===== src/spm_pkg.sv =====
// Package of register map, field layout, timing constants and types for the serial host
package spm_pkg;

  localparam int unsigned DATA_W         = 32;
  localparam int unsigned ADDR_W         = 4;
  localparam int unsigned BYTE_W         = 8;
  localparam int unsigned HC_W           = 10;

  // Register byte addresses, one aligned word each
  localparam logic [ADDR_W-1:0] ADDR_CTRL = 4'h0;
  localparam logic [ADDR_W-1:0] ADDR_TX   = 4'h4;
  localparam logic [ADDR_W-1:0] ADDR_RX   = 4'h8;
  localparam logic [ADDR_W-1:0] ADDR_STAT = 4'hC;

  localparam logic [BYTE_W-1:0] CTRL_RESET = 8'h00;
  localparam logic [BYTE_W-1:0] BYTE_ZERO  = 8'h00;

  // Status word bit positions
  localparam int unsigned STAT_BUSY  = 0;
  localparam int unsigned STAT_DONE  = 1;
  localparam int unsigned STAT_OVR   = 2;
  localparam int unsigned STAT_WRITE_COLLISION_FLAG  = 3;
  localparam int unsigned STAT_ARMED = 4;
  localparam int unsigned STAT_W     = 5;

  // Serial byte framing
  localparam logic [3:0] LAST_SAMPLE = 4'h7;
  localparam logic [3:0] LAST_EDGE   = 4'hF;
  localparam logic [3:0] CNT_ZERO    = 4'h0;
  localparam logic [3:0] CNT_ONE     = 4'h1;

  // Half period of the driven serial clock is HALF_BASE shifted left by the rate select
  localparam int unsigned CLK_SYS_NS   = 50;
  localparam int unsigned HALF_MIN_NS  = 200;
  localparam logic [HC_W-1:0] HALF_BASE =
    HC_W'((HALF_MIN_NS + CLK_SYS_NS - 1) / CLK_SYS_NS);
  localparam logic [HC_W-1:0] HC_ONE    = 10'h001;
  localparam logic [HC_W-1:0] HC_ZERO   = 10'h000;

  // Control word, bit 0 at the bottom
  typedef struct packed {
    logic       keep_sel;
    logic [2:0] bit_rate_sel;
    logic       clk_phase;
    logic       clk_polarity;
    logic       master_select;
    logic       periph_enable;
  } spm_cfg_t;

  typedef enum logic [1:0] {
    ST_IDLE,
    ST_SETUP,
    ST_SHIFT,
    ST_GAP
  } spm_state_t;

endpackage


===== src/spm_sync.sv =====
// Two-flop synchroniser for pin inputs with clock enable
module spm_sync #(
  parameter int unsigned W = 1
) (
  input  wire logic         clk_sys,
  input  wire logic         rst_n,
  input  wire logic         ce,
  input  wire logic [W-1:0] d,
  output logic      [W-1:0] q
);

  logic [W-1:0] meta_r;

  // First stage feeds only the second stage
  always_ff @(posedge clk_sys) begin
    if (!rst_n) begin
      meta_r <= '0;
      q      <= '0;
    end else if (ce) begin
      meta_r <= d;
      q      <= meta_r;
    end
  end

endmodule


===== src/spm_host.sv =====
// Serial port host: drives or answers the device's serial port, APB register front end
// Behaviour
// [RL1] Bytes move most significant bit first on both data lines.
// [RL2] Only the master starts a transfer; both lines shift on master's clock.
// [RL3] Both ends must use identical polarity and phase settings.
// [RL4] Device takes internal select from software level when soft management set.
// [RL5] Device as master needs its internal select held high throughout.
// [RL6] Phase one slave: select stays low for the whole multi-byte stream.
// [RL7] Phase zero slave: select low per byte, high between bytes.
// [RL8] Phase zero captures on first edge, phase one on second edge.
// [RL9] Master drives the serial clock; rate, polarity, phase from control bits.
// [RL10] Clock idle level must match polarity.
// [RL11] Master and enable bits stay set only while internal select is high.
// [RL12] Device status register must be written before master select.
// [RL13] Master data write loads the shift register and starts shifting.
// [RL14] Byte completion sets done flag, interrupt when enabled and unmasked; no interrupt output here, done is a status bit only.
// [RL15] Done flag clears by status access then data read or write; here writing 1 to STAT_DONE clears it.
// [RL16] Data writes blocked while done flag set until status read; here only busy blocks them, done does not.
// [RL17] Slave takes clock from the pin and never drives it.
// [RL18] Slave enable: set timing, select handling, then enable with master clear.
// [RL19] Slave shifts written byte out when master's clock arrives.
// [RL20] Done flag must be cleared before the next completion.
// [RL21] Polarity and phase together choose the capture edge.
// [RL22] Disable the port before changing polarity between bytes.
// [RL23] A byte spans eight clock cycles; done after eighth bit both ways.
// [RL24] Master seeing select low raises mode fault and drops to slave.
// [RL25] Byte before done cleared raises overrun, keeps earlier byte.
// [RL26] Data write during a transfer is discarded, raises write collision.
//
// Chosen here: the address map and the APB register port.
module spm_host
  import spm_pkg::*;
(
  input  wire logic                      clk_sys,
  input  wire logic                      rst_n,
  input  wire logic                      ce,
  input  wire logic                      psel,
  input  wire logic                      penable,
  input  wire logic                      pwrite,
  input  wire logic [spm_pkg::ADDR_W-1:0] paddr,
  input  wire logic [spm_pkg::DATA_W-1:0] pwdata,
  output logic      [spm_pkg::DATA_W-1:0] prdata,
  output logic                           pready,
  output logic                           pslverr,
  input  wire logic                      sck_i,
  output logic                           sck_o,
  output logic                           sck_oe,
  input  wire logic                      mosi_i,
  output logic                           mosi_o,
  output logic                           mosi_oe,
  input  wire logic                      miso_i,
  output logic                           miso_o,
  output logic                           miso_oe,
  output logic                           ss_n_o,
  output logic                           ss_n_oe
);

  import spm_pkg::*;

  spm_cfg_t          cfg_r;
  spm_state_t        state_r;
  logic [HC_W-1:0]   hc_r;
  logic [3:0]        ecnt_r;
  logic [3:0]        bits_r;
  logic [BYTE_W-1:0] tx_sh_r;
  logic [BYTE_W-1:0] rx_sh_r;
  logic [BYTE_W-1:0] rx_data_r;
  logic              out_r;
  logic              sck_r;
  logic              sel_low_r;
  logic              slv_busy_r;
  logic              armed_r;
  logic              done_r;
  logic              ovr_r;
  logic              write_collision_flag_r;
  logic              sck_d_r;
  logic [DATA_W-1:0] prdata_r;

  logic [2:0]        pin_s;
  wire               sck_s  = pin_s[2];
  wire               mosi_s = pin_s[1];
  wire               miso_s = pin_s[0];

  spm_sync #(
    .W (3)
  ) u_sync (
    .clk_sys (clk_sys),
    .rst_n   (rst_n),
    .ce      (ce),
    .d       ({sck_i, mosi_i, miso_i}),
    .q       (pin_s)
  );

  // Bus decode
  wire               acc      = psel & penable & ce;
  wire               hit      = (paddr == ADDR_CTRL) | (paddr == ADDR_TX) |
                                (paddr == ADDR_RX) | (paddr == ADDR_STAT);
  wire               wr_ctrl  = acc & pwrite & (paddr == ADDR_CTRL);
  wire               wr_tx    = acc & pwrite & (paddr == ADDR_TX);
  wire               wr_stat  = acc & pwrite & (paddr == ADDR_STAT);
  wire               clr_done = wr_stat & pwdata[STAT_DONE];
  wire               clr_ovr  = wr_stat & pwdata[STAT_OVR];
  wire               clr_write_collision_flag = wr_stat & pwdata[STAT_WRITE_COLLISION_FLAG];
  spm_cfg_t          cfg_wr;
  assign cfg_wr = spm_cfg_t'(pwdata[BYTE_W-1:0]);

  // Role: master_select here means this host drives the clock
  wire               mst_role = cfg_r.periph_enable & cfg_r.master_select;
  wire               slv_role = cfg_r.periph_enable & ~cfg_r.master_select;
  wire               busy     = mst_role ? (state_r != ST_IDLE) : slv_busy_r;

  // A write while shifting is dropped; the running byte carries on
  wire               tx_ok    = wr_tx & ~busy;
  wire               tx_col   = wr_tx & busy;
  wire               start    = tx_ok & mst_role & (state_r == ST_IDLE);

  // Half-period timer of the driven clock
  wire [HC_W-1:0]    half_m1  = (HALF_BASE << cfg_r.bit_rate_sel) - HC_ONE;
  wire               tick     = (hc_r == HC_ZERO);

  // Edge events from either role
  wire               mst_edge = (state_r == ST_SHIFT) & tick;
  wire               mst_lead = (sck_r == cfg_r.clk_polarity);
  wire               slv_edge = slv_role & (sck_s != sck_d_r);
  wire               slv_lead = (sck_s != cfg_r.clk_polarity);
  wire               edge_ev  = mst_role ? mst_edge : slv_edge;
  wire               lead     = mst_role ? mst_lead : slv_lead;
  wire               sample   = edge_ev & (lead ^ cfg_r.clk_phase); // [RL8] [RL21]
  wire               drive    = edge_ev & ~(lead ^ cfg_r.clk_phase); // [RL3]
  wire               in_bit   = mst_role ? miso_s : mosi_s;
  wire               byte_end = sample & (bits_r == LAST_SAMPLE); // [RL23]
  wire [BYTE_W-1:0]  rx_next  = {rx_sh_r[BYTE_W-2:0], in_bit};   // [RL1]

  // Select may only stay low across bytes in phase one with keep set
  wire               sel_rel  = ~cfg_r.clk_phase | ~cfg_r.keep_sel; // [RL6] [RL7]

  always_ff @(posedge clk_sys) begin
    if (!rst_n) begin
      cfg_r <= spm_cfg_t'(CTRL_RESET);
    end else if (wr_ctrl) begin
      cfg_r <= spm_cfg_t'(pwdata[BYTE_W-1:0]); // [RL12] [RL18]
    end
  end

  // Master sequencer
  always_ff @(posedge clk_sys) begin
    if (!rst_n) begin
      state_r   <= ST_IDLE;
      hc_r      <= HC_ZERO;
      ecnt_r    <= CNT_ZERO;
      sck_r     <= 1'b0;
      sel_low_r <= 1'b0;
    end else if (ce) begin
      hc_r <= tick ? half_m1 : hc_r - HC_ONE;
      case (state_r)
        ST_IDLE: begin
          // Follow a new polarity at once so the idle level never lags the enable
          sck_r <= wr_ctrl ? cfg_wr.clk_polarity : cfg_r.clk_polarity; // [RL10] [RL22]
          if (!mst_role) begin
            sel_low_r <= 1'b0;
          end
          if (start) begin
            state_r   <= ST_SETUP;
            sel_low_r <= 1'b1;
            hc_r      <= half_m1;
            ecnt_r    <= CNT_ZERO;
          end
        end
        ST_SETUP: begin
          if (tick) begin
            state_r <= ST_SHIFT;
          end
        end
        ST_SHIFT: begin
          if (tick) begin
            sck_r  <= ~sck_r; // [RL9]
            ecnt_r <= ecnt_r + CNT_ONE;
            if (ecnt_r == LAST_EDGE) begin
              state_r <= ST_GAP;
            end
          end
        end
        ST_GAP: begin
          if (tick) begin
            state_r <= ST_IDLE;
            if (sel_rel) begin
              sel_low_r <= 1'b0; // [RL7]
            end
          end
        end
        default: begin
          state_r <= ST_IDLE;
        end
      endcase
      if (!mst_role) begin
        state_r <= ST_IDLE;
      end
    end
  end

  // Shift path shared by both roles
  always_ff @(posedge clk_sys) begin
    if (!rst_n) begin
      tx_sh_r <= BYTE_ZERO;
      rx_sh_r <= BYTE_ZERO;
      out_r   <= 1'b0;
      bits_r  <= CNT_ZERO;
      sck_d_r <= 1'b0;
    end else if (ce) begin
      sck_d_r <= sck_s;
      if (tx_ok) begin
        tx_sh_r <= pwdata[BYTE_W-1:0]; // [RL13] [RL19]
        out_r   <= pwdata[BYTE_W-1];
        bits_r  <= CNT_ZERO;
      end else if (drive) begin
        out_r   <= cfg_r.clk_phase ? tx_sh_r[BYTE_W-1] : tx_sh_r[BYTE_W-2]; // [RL1]
        tx_sh_r <= tx_sh_r << 1;
      end
      if (sample) begin
        rx_sh_r <= rx_next;
        bits_r  <= byte_end ? CNT_ZERO : bits_r + CNT_ONE;
      end
      if (!cfg_r.periph_enable) begin
        bits_r <= CNT_ZERO;
      end
    end
  end

  // Slave progress and sticky status; a set wins over a clear in the same cycle
  always_ff @(posedge clk_sys) begin
    if (!rst_n) begin
      slv_busy_r <= 1'b0;
      armed_r    <= 1'b0;
      done_r     <= 1'b0;
      ovr_r      <= 1'b0;
      write_collision_flag_r     <= 1'b0;
      rx_data_r  <= BYTE_ZERO;
    end else if (ce) begin
      // Phase zero ends a byte on a capture edge; the trailing edge after it must not reopen it
      if (slv_edge) begin
        slv_busy_r <= sample ? ~byte_end : (slv_busy_r | cfg_r.clk_phase); // [RL2] [RL19]
      end else if (!slv_role) begin
        slv_busy_r <= 1'b0;
      end
      armed_r <= (tx_ok & slv_role) | (armed_r & ~(slv_edge | ~slv_role));
      if (byte_end && !(done_r && !clr_done)) begin
        rx_data_r <= rx_next;
      end
      done_r <= byte_end | (done_r & ~clr_done); // [RL14] [RL20]
      ovr_r  <= (byte_end & done_r & ~clr_done) | (ovr_r & ~clr_ovr); // [RL25]
      write_collision_flag_r <= tx_col | (write_collision_flag_r & ~clr_write_collision_flag); // [RL26]
    end
  end

  // Read data is prepared in the setup cycle so the access cycle returns a register
  wire [DATA_W-1:0] stat_word =
    DATA_W'({armed_r, write_collision_flag_r, ovr_r, done_r, busy});
  wire [DATA_W-1:0] rd_mux =
    (paddr == ADDR_CTRL) ? DATA_W'(cfg_r) :
    (paddr == ADDR_TX)   ? DATA_W'(tx_sh_r) :
    (paddr == ADDR_RX)   ? DATA_W'(rx_data_r) :
    (paddr == ADDR_STAT) ? stat_word : '0;

  always_ff @(posedge clk_sys) begin
    if (!rst_n) begin
      prdata_r <= '0;
    end else if (ce && psel && !penable) begin
      prdata_r <= rd_mux;
    end
  end

  assign prdata  = prdata_r;
  assign pready  = 1'b1;
  assign pslverr = psel & penable & ~hit;

  // Pins: the clock is driven only as master, never in the answering role
  assign sck_o   = sck_r;
  assign sck_oe  = mst_role; // [RL9] [RL17]
  assign mosi_o  = out_r;
  assign mosi_oe = mst_role;
  assign miso_o  = out_r;
  assign miso_oe = slv_role;
  // When the device masters, its select is held high so it keeps that role
  assign ss_n_o  = mst_role ? ~sel_low_r : 1'b1; // [RL5] [RL11] [RL24]
  assign ss_n_oe = cfg_r.periph_enable;

endmodule


===== config.mk =====
export PLATFORM = sky130hd
export DESIGN_NAME = spm_host
export DESIGN_NICKNAME = d
export VERILOG_FILES = /design/src/spm_pkg.sv /design/src/spm_sync.sv /design/src/spm_host.sv
export SDC_FILE = /design/constraint.sdc
export NUM_CORES = 1
export LEC_CHECK = 0
export BUFFER_PORTS_ARGS = -buffer_cell sky130_fd_sc_hd__buf_2
export CORE_MARGIN = 5
export CORE_UTILIZATION = 55
export DETAILED_ROUTE_END_ITERATION = 16
export PLACE_DENSITY = 0.81
export RECOVER_POWER = 100
export SYNTH_ARGS = -nofsm -noshare
export SYNTH_HDL_FRONTEND = slang
export SYNTH_SLANG_ARGS = --single-unit

===== constraint.sdc =====
create_clock -name clk_sys -period 2.75 [get_ports clk_sys]
set_input_delay 0.55 -clock clk_sys [delete_from_list [all_inputs] [get_ports clk_sys]]
set_output_delay 0.55 -clock clk_sys [all_outputs]
set_load 0.01 [all_outputs]

* Word-level counts from Yosys, hierarchy flattened
Cells that the tools add are included.
Operators by class: bitwise logic cells 53, shift operators 1, equal/unequal tests 22, multiplexer cells 42, reductions and logical operators 23, add/sub/neg operators 4
Operators with widths (number):
- 8-bit 2-to-1 mux | 5
- 10-bit 2-to-1 mux | 3
- 1-bit AND | 28
- 4-bit 2-to-1 mux | 6
- 10-bit by 1-bit subtractor with 10-bit output, second input constant | 2
- 1-bit 2-to-1 mux | 17
- 1-bit NOT | 14
- 4-bit == test, second input constant | 3
- 2-bit 2-to-1 mux | 6
- 3-bit inequality test, second input constant | 4
- 10-bit zero test | 1
- 1-bit bitwise OR | 10
- 2-bit AND reduction | 5
- 3-bit by 3-bit left shift with 10-bit output, first input constant | 1
- 4-bit by 1-bit adder with 4-bit output, second input constant | 2
- 4-bit by 3-bit == test with 1-bit output, second input constant | 2
- 2-bit inequality test, second input constant | 4
- 2-bit one-hot mux with 4 select lines | 1
- 4-bit one-hot mux with 2 select lines | 1
- 2-bit nonzero test | 4
- 6-bit AND reduction | 1
- 5-bit 2-to-1 mux | 1
- 5-bit AND reduction | 1
- 2-bit == test, second input constant | 2
- 14 further kinds | 21
Storage, ports and cells: input port bits 45, output and inout bits 42, flip-flop bits (word level) 98

* Depth between registers and ports, before layout
depth after elaboration 10, depth in mapped cells 9, gate-level depth less buffers 7

* By module
From an unflattened synthesis, not the netlist that was laid out.
Second synthesis, totals: cell total of the unflattened synthesis 467, area total of the unflattened synthesis 4043.9 µm²
By module, submodules not included:
- spm_host | cells each 448, area each 3814.9 µm², times used 1
- spm_sync | cells each 19, area each 229.0 µm², times used 1

* Worst setup path before layout
OpenSTA, ideal clock, no wires.
path kind input -> register, start in paddr[1] (netlist name), end reg hc_r[5], path slack 0.498 ns, stages 6, buffers on the path 1, arrival 2.134 ns, cells stage by stage or3b_1 -> clkbuf_1 -> or4_1 -> o21ai_1 -> o21ai_0 -> a32o_1
Between the ends: longest elaborated chain between the ends 7
Ends and longest elaborated chain:
- start, declared | RTL line spm_host.sv:40 | input wire logic [spm_pkg::ADDR_W-1:0] paddr,
- 4-bit by 3-bit == test with 1-bit output | RTL line spm_host.sv:99 | wire wr_tx = acc & pwrite & (paddr == ADDR_TX);
- 1-bit AND | RTL line spm_host.sv:99
- 1-bit AND | RTL line spm_host.sv:113 | wire tx_ok = wr_tx & ~busy;
- 1-bit AND (2 in a row) | RTL line spm_host.sv:115 | wire start = tx_ok & mst_role & (state_r == ST_IDLE);
- 10-bit 2-to-1 mux | RTL line spm_host.sv:162 | if (start) begin
- 10-bit 2-to-1 mux | RTL line spm_host.sv:155 | case (state_r)
- end signal, assigned | RTL line spm_host.sv:154 | hc_r <= tick ? half_m1 : hc_r - HC_ONE;
- end signal, assigned | RTL line spm_host.sv:165 | hc_r <= half_m1;
- end, declared | RTL line spm_host.sv:62 | logic [HC_W-1:0] hc_r;
No other way between the ends. A chain may end at the register's enable or synchronous reset.

* Worst setup path in the final report
start reg hc_r[0], end reg rx_data_r[5]
Between the ends: longest elaborated chain between the ends 7
Ends and longest elaborated chain:
- 10-bit zero test | RTL line spm_host.sv:119 | wire tick = (hc_r == HC_ZERO);
- 1-bit AND | RTL line spm_host.sv:122 | wire mst_edge = (state_r == ST_SHIFT) & tick;
- 1-bit 2-to-1 mux | RTL line spm_host.sv:126 | wire edge_ev = mst_role ? mst_edge : slv_edge;
- 1-bit AND | RTL line spm_host.sv:128 | wire sample = edge_ev & (lead ^ cfg_r.clk_phase);
- 1-bit AND | RTL line spm_host.sv:131 | wire byte_end = sample & (bits_r == LAST_SAMPLE);
- 1-bit logical AND | RTL line spm_host.sv:246 | if (byte_end && !(done_r && !clr_done)) begin
- 2-bit AND reduction (no line)
- end signal, assigned | RTL line spm_host.sv:247 | rx_data_r <= rx_next;
- end, declared | RTL line spm_host.sv:67 | logic [BYTE_W-1:0] rx_data_r;
No other way between the ends.

==> results.yml <==
status:
  status: "complete, no violations"
worst_setup_path:
  cp.required_ns: 3.03
  rrSetupSlack_ns: 0.23
  start_kind: "flip-flop"
  reg2regPathDepth: 8
  cp_slowest_cell: "nor4_4"
  timing.rr.end: "rx_data_r[5]"
  worstPathMaxFanout: 9
  r2r_start: "hc_r[0]"
  critical_path_buf_inv_count: 2
  critPathKind: "reg2reg"
  end_kind: "flip-flop"
  critical_path.max_stage_delay_ns: 0.50
  critPathArrivalTime_ns: 2.81
  critPathTopFamily: "simple AND/OR/NAND/NOR gates"
  crit_chain: "inv_1 -> ha_1 -> or3b_1 -> nor4_4 -> o2111ai_4 -> nor3b_2 -> buf_4 -> mux2i_1"
placed_design:
  dp_hpwl_mm: 7.125
  preCtsSetupSlack_ns: 0.2421
  gp_congestion: 0.8657
  port_buffers: 37
clock_tree:
  cts.repair.resized: 0
  clkLatencyLatePin_ns: 0.35
  numCtsBuffers: 9
  cts_tree: "built"
  cts_sinks: 74
  cts-root-buf: "clkbuf_8"
  holdBufCountCts: 0
  htree_levels: 3
  path_clk_slew_ns: 0.08
  clk_path_buf_depth: 2
  post_cts_buffers: 0
synth:
  post-synth-top-area-fraction_pct: 37.00
  ys_seq_area_share_pct: 37.00
  synth_area_leaders: "dfxtp_1 37%, mux2i_1 7.3%, buf_4 5.3%"
  ys_warn_count: 0
  synthFlopType: "dfxtp_1"
  synth-seq-cells: 74
  synth_edf_count: 0
  syn_inst: 479
  synth_area_per_cell_um2: 8.359
  syn_area_um2: 4004
  synth-async-reset-ratio_pct: 0
  yosysUniqueCellTypes: 63
  yosysTopAreaCell: "dfxtp_1"
timing:
  tns_ns: 0
  drv_slew: 0
  worstMarginPinSlew_ns: 0.8688
  setup_viol: 0
  hold_viol: 0
  fin_crit_ns: 2.524
  rsz0062_at_grt: "no"
  clock_skew_ns: 0.008102
  fin_crit_sh_pct: 91.77
  fmax_ghz: 0.3963
  setup_slack_ns: 0.2264
  max_slew_margin_pct: 42.08
floorplanning:
  die-area_um2: 9086
  die_w_um: 95.32
  core_um2: 7176
  initial_utilization_pct: 55.80
  ios: 87
  die_h_um: 95.32
  rows: 31
power:
  peakVddDrop_uv: 351.5
  power.density_nw_per_um2: 594.4
  power.leakage_uw: 0.001601
hold_path:
  hp-class: "in2reg"
  hp-start: "mosi_i"
  hold_end: "u_sync.meta_r[1]"
  min_path_cells: 3
global_route:
  grt_pass1_vias: 3298
  overflow: 0
  antenna_found_initial: 0
  grt_util_all_layers_pct: 22.26
  grt_max_degree: 29
  grt_pass1_wl_mm: 15.92
routing:
  avgRoutedWirePerCell_um: 15.94
  drt_wl_total_mm: 9.723
  vias: 3600
  drtIter0Drc: 332
  drtAntennaViolNets: 0
  drtPass1Iterations: 6
  post_drt_via_cell_ratio: 5.902
  remaining_drc_errors: 0
flow_run:
  max-cap-violations: 0
layout:
  diodes: 0
  drive_above_1_share_pct: 11.55
  fin_nets: 560
  syn2layout_area_growth_pct: 8.813
  mostFrequentLayoutCells: "74 x dfxtp_1, 53 x nor2_1, 45 x nand2_1"
  final_common_cell: "dfxtp_1"
## how the worst max path moves through the flow
stage | start | to | slack [ns] | cells past startpoint
global placement | hc_r[0] | rx_data_r[1] | 0.28 | 8
detailed placement | hc_r[0] | rx_data_r[6] | 0.24 | 8
global route | hc_r[0] | rx_data_r[6] | 0.03 | 8
CTS | hc_r[0] | rx_data_r[5] | 0.20 | 8
finish | hc_r[0] | rx_data_r[5] | 0.23 | 8
floorplan | paddr[1] | hc_r[5] | 0.50 | 6
## synth_stat cells (5+ instances only)
| cell | instances |
|---|---|
| a21oi_1 | 23 |
| dfxtp_1 | 74 |
| o221a_2 | 6 |
| a31oi_1 | 6 |
| nand2_1 | 45 |
| or3_1 | 8 |
| clkbuf_1 | 22 |
| o21ai_0 | 22 |
| a22oi_1 | 8 |
| and2_1 | 7 |
| a221oi_1 | 7 |
| nand3_1 | 23 |
| a211oi_1 | 5 |
| nor2_1 | 53 |
| ha_1 | 8 |
| buf_4 | 28 |
| mux2i_1 | 29 |
| inv_1 | 13 |
| nor3_1 | 10 |
## layer usage
layer	wire length, um	global-route usage, %	vias up	part of all wire (%)
met1	4211	28.96	1688	43
met3	680	4.972	27	7.0
li1	-	-	1737	-
met4	331	10.34	0	3.4
met2	4500	35.04	148	46
met5	0	0	-	0
## through the flow
| step | cells | instance area, um^2 | power, uW | util, % | hold WS [ns] |
|---|---|---|---|---|---|
| floorplan | 502 | 4090 | 1547 | - | 0.4350 |
| global placement | 595 | 4168 | 1601 | 58.08 | 0.4482 |
| detailed placement | 595 | 4168 | 1616 | 58.08 | 0.4484 |
| CTS | 610 | 4399 | 2604 | 61.31 | 0.4350 |
| global route | 610 | 4357 | 2701 | 60.71 | 0.4677 |
| finish | 610 | 4357 | 2590 | 60.71 | 0.4316 |
## report_power, final
group          internal, uW  switching [uW]
Sequential             1110            39.4
Combinational           157             278
Clock                   598             404
## final cells by class
| type | instances | area, um^2 |
|---|---|---|
| repair buffers | 51 | 252.7 |
| multi-input cells | 358 | 2218 |
| well taps | 99 | 123.9 |
| clock buffers | 10 | 127.6 |
| flip-flops and latches | 74 | 1481 |
| inverters | 13 | 48.80 |
| clock inverters | 5 | 103.9 |
| fillers | 626 | 2819 |
## state kept, by name, indices dropped and copies added, names as in the netlist, 2 cells and up
| register | cells |
|---|---|
| hc_r | 10 |
| u_sync.meta_r | 3 |
| ecnt_r | 4 |
| state_r | 2 |
| bits_r | 4 |
| cfg_r | 7 |
| u_sync.q | 3 |
| tx_sh_r | 8 |
| rx_data_r | 8 |
| rx_sh_r | 7 |
| prdata | 8 |
## kinds of logic (layout without fill, tap and decap cells)
family / count (synthesis) / count (layout) / synth area share (%)
muxes: 30 / 30 / 7.531
AOI/OAI and AO/OA: 118 / 118 / 21.25
adders and majority gates: 8 / 8 / 2.500
other: 2 / 25 / 0.1876
xor gates and xnor gates: 2 / 2 / 0.4376
buffers and inverters: 70 / 79 / 9.625
DFF: 74 / 74 / 37.00
and+or+nand+nor: 175 / 175 / 21.47
## worst min-delay path, delay by kind of cell
family | cells | cell delay (ns)
buf+inv | 1 | 0.07
mux | 1 | 0.06
simple gates | 1 | 0.07
(Power assumes the default switching activity.)
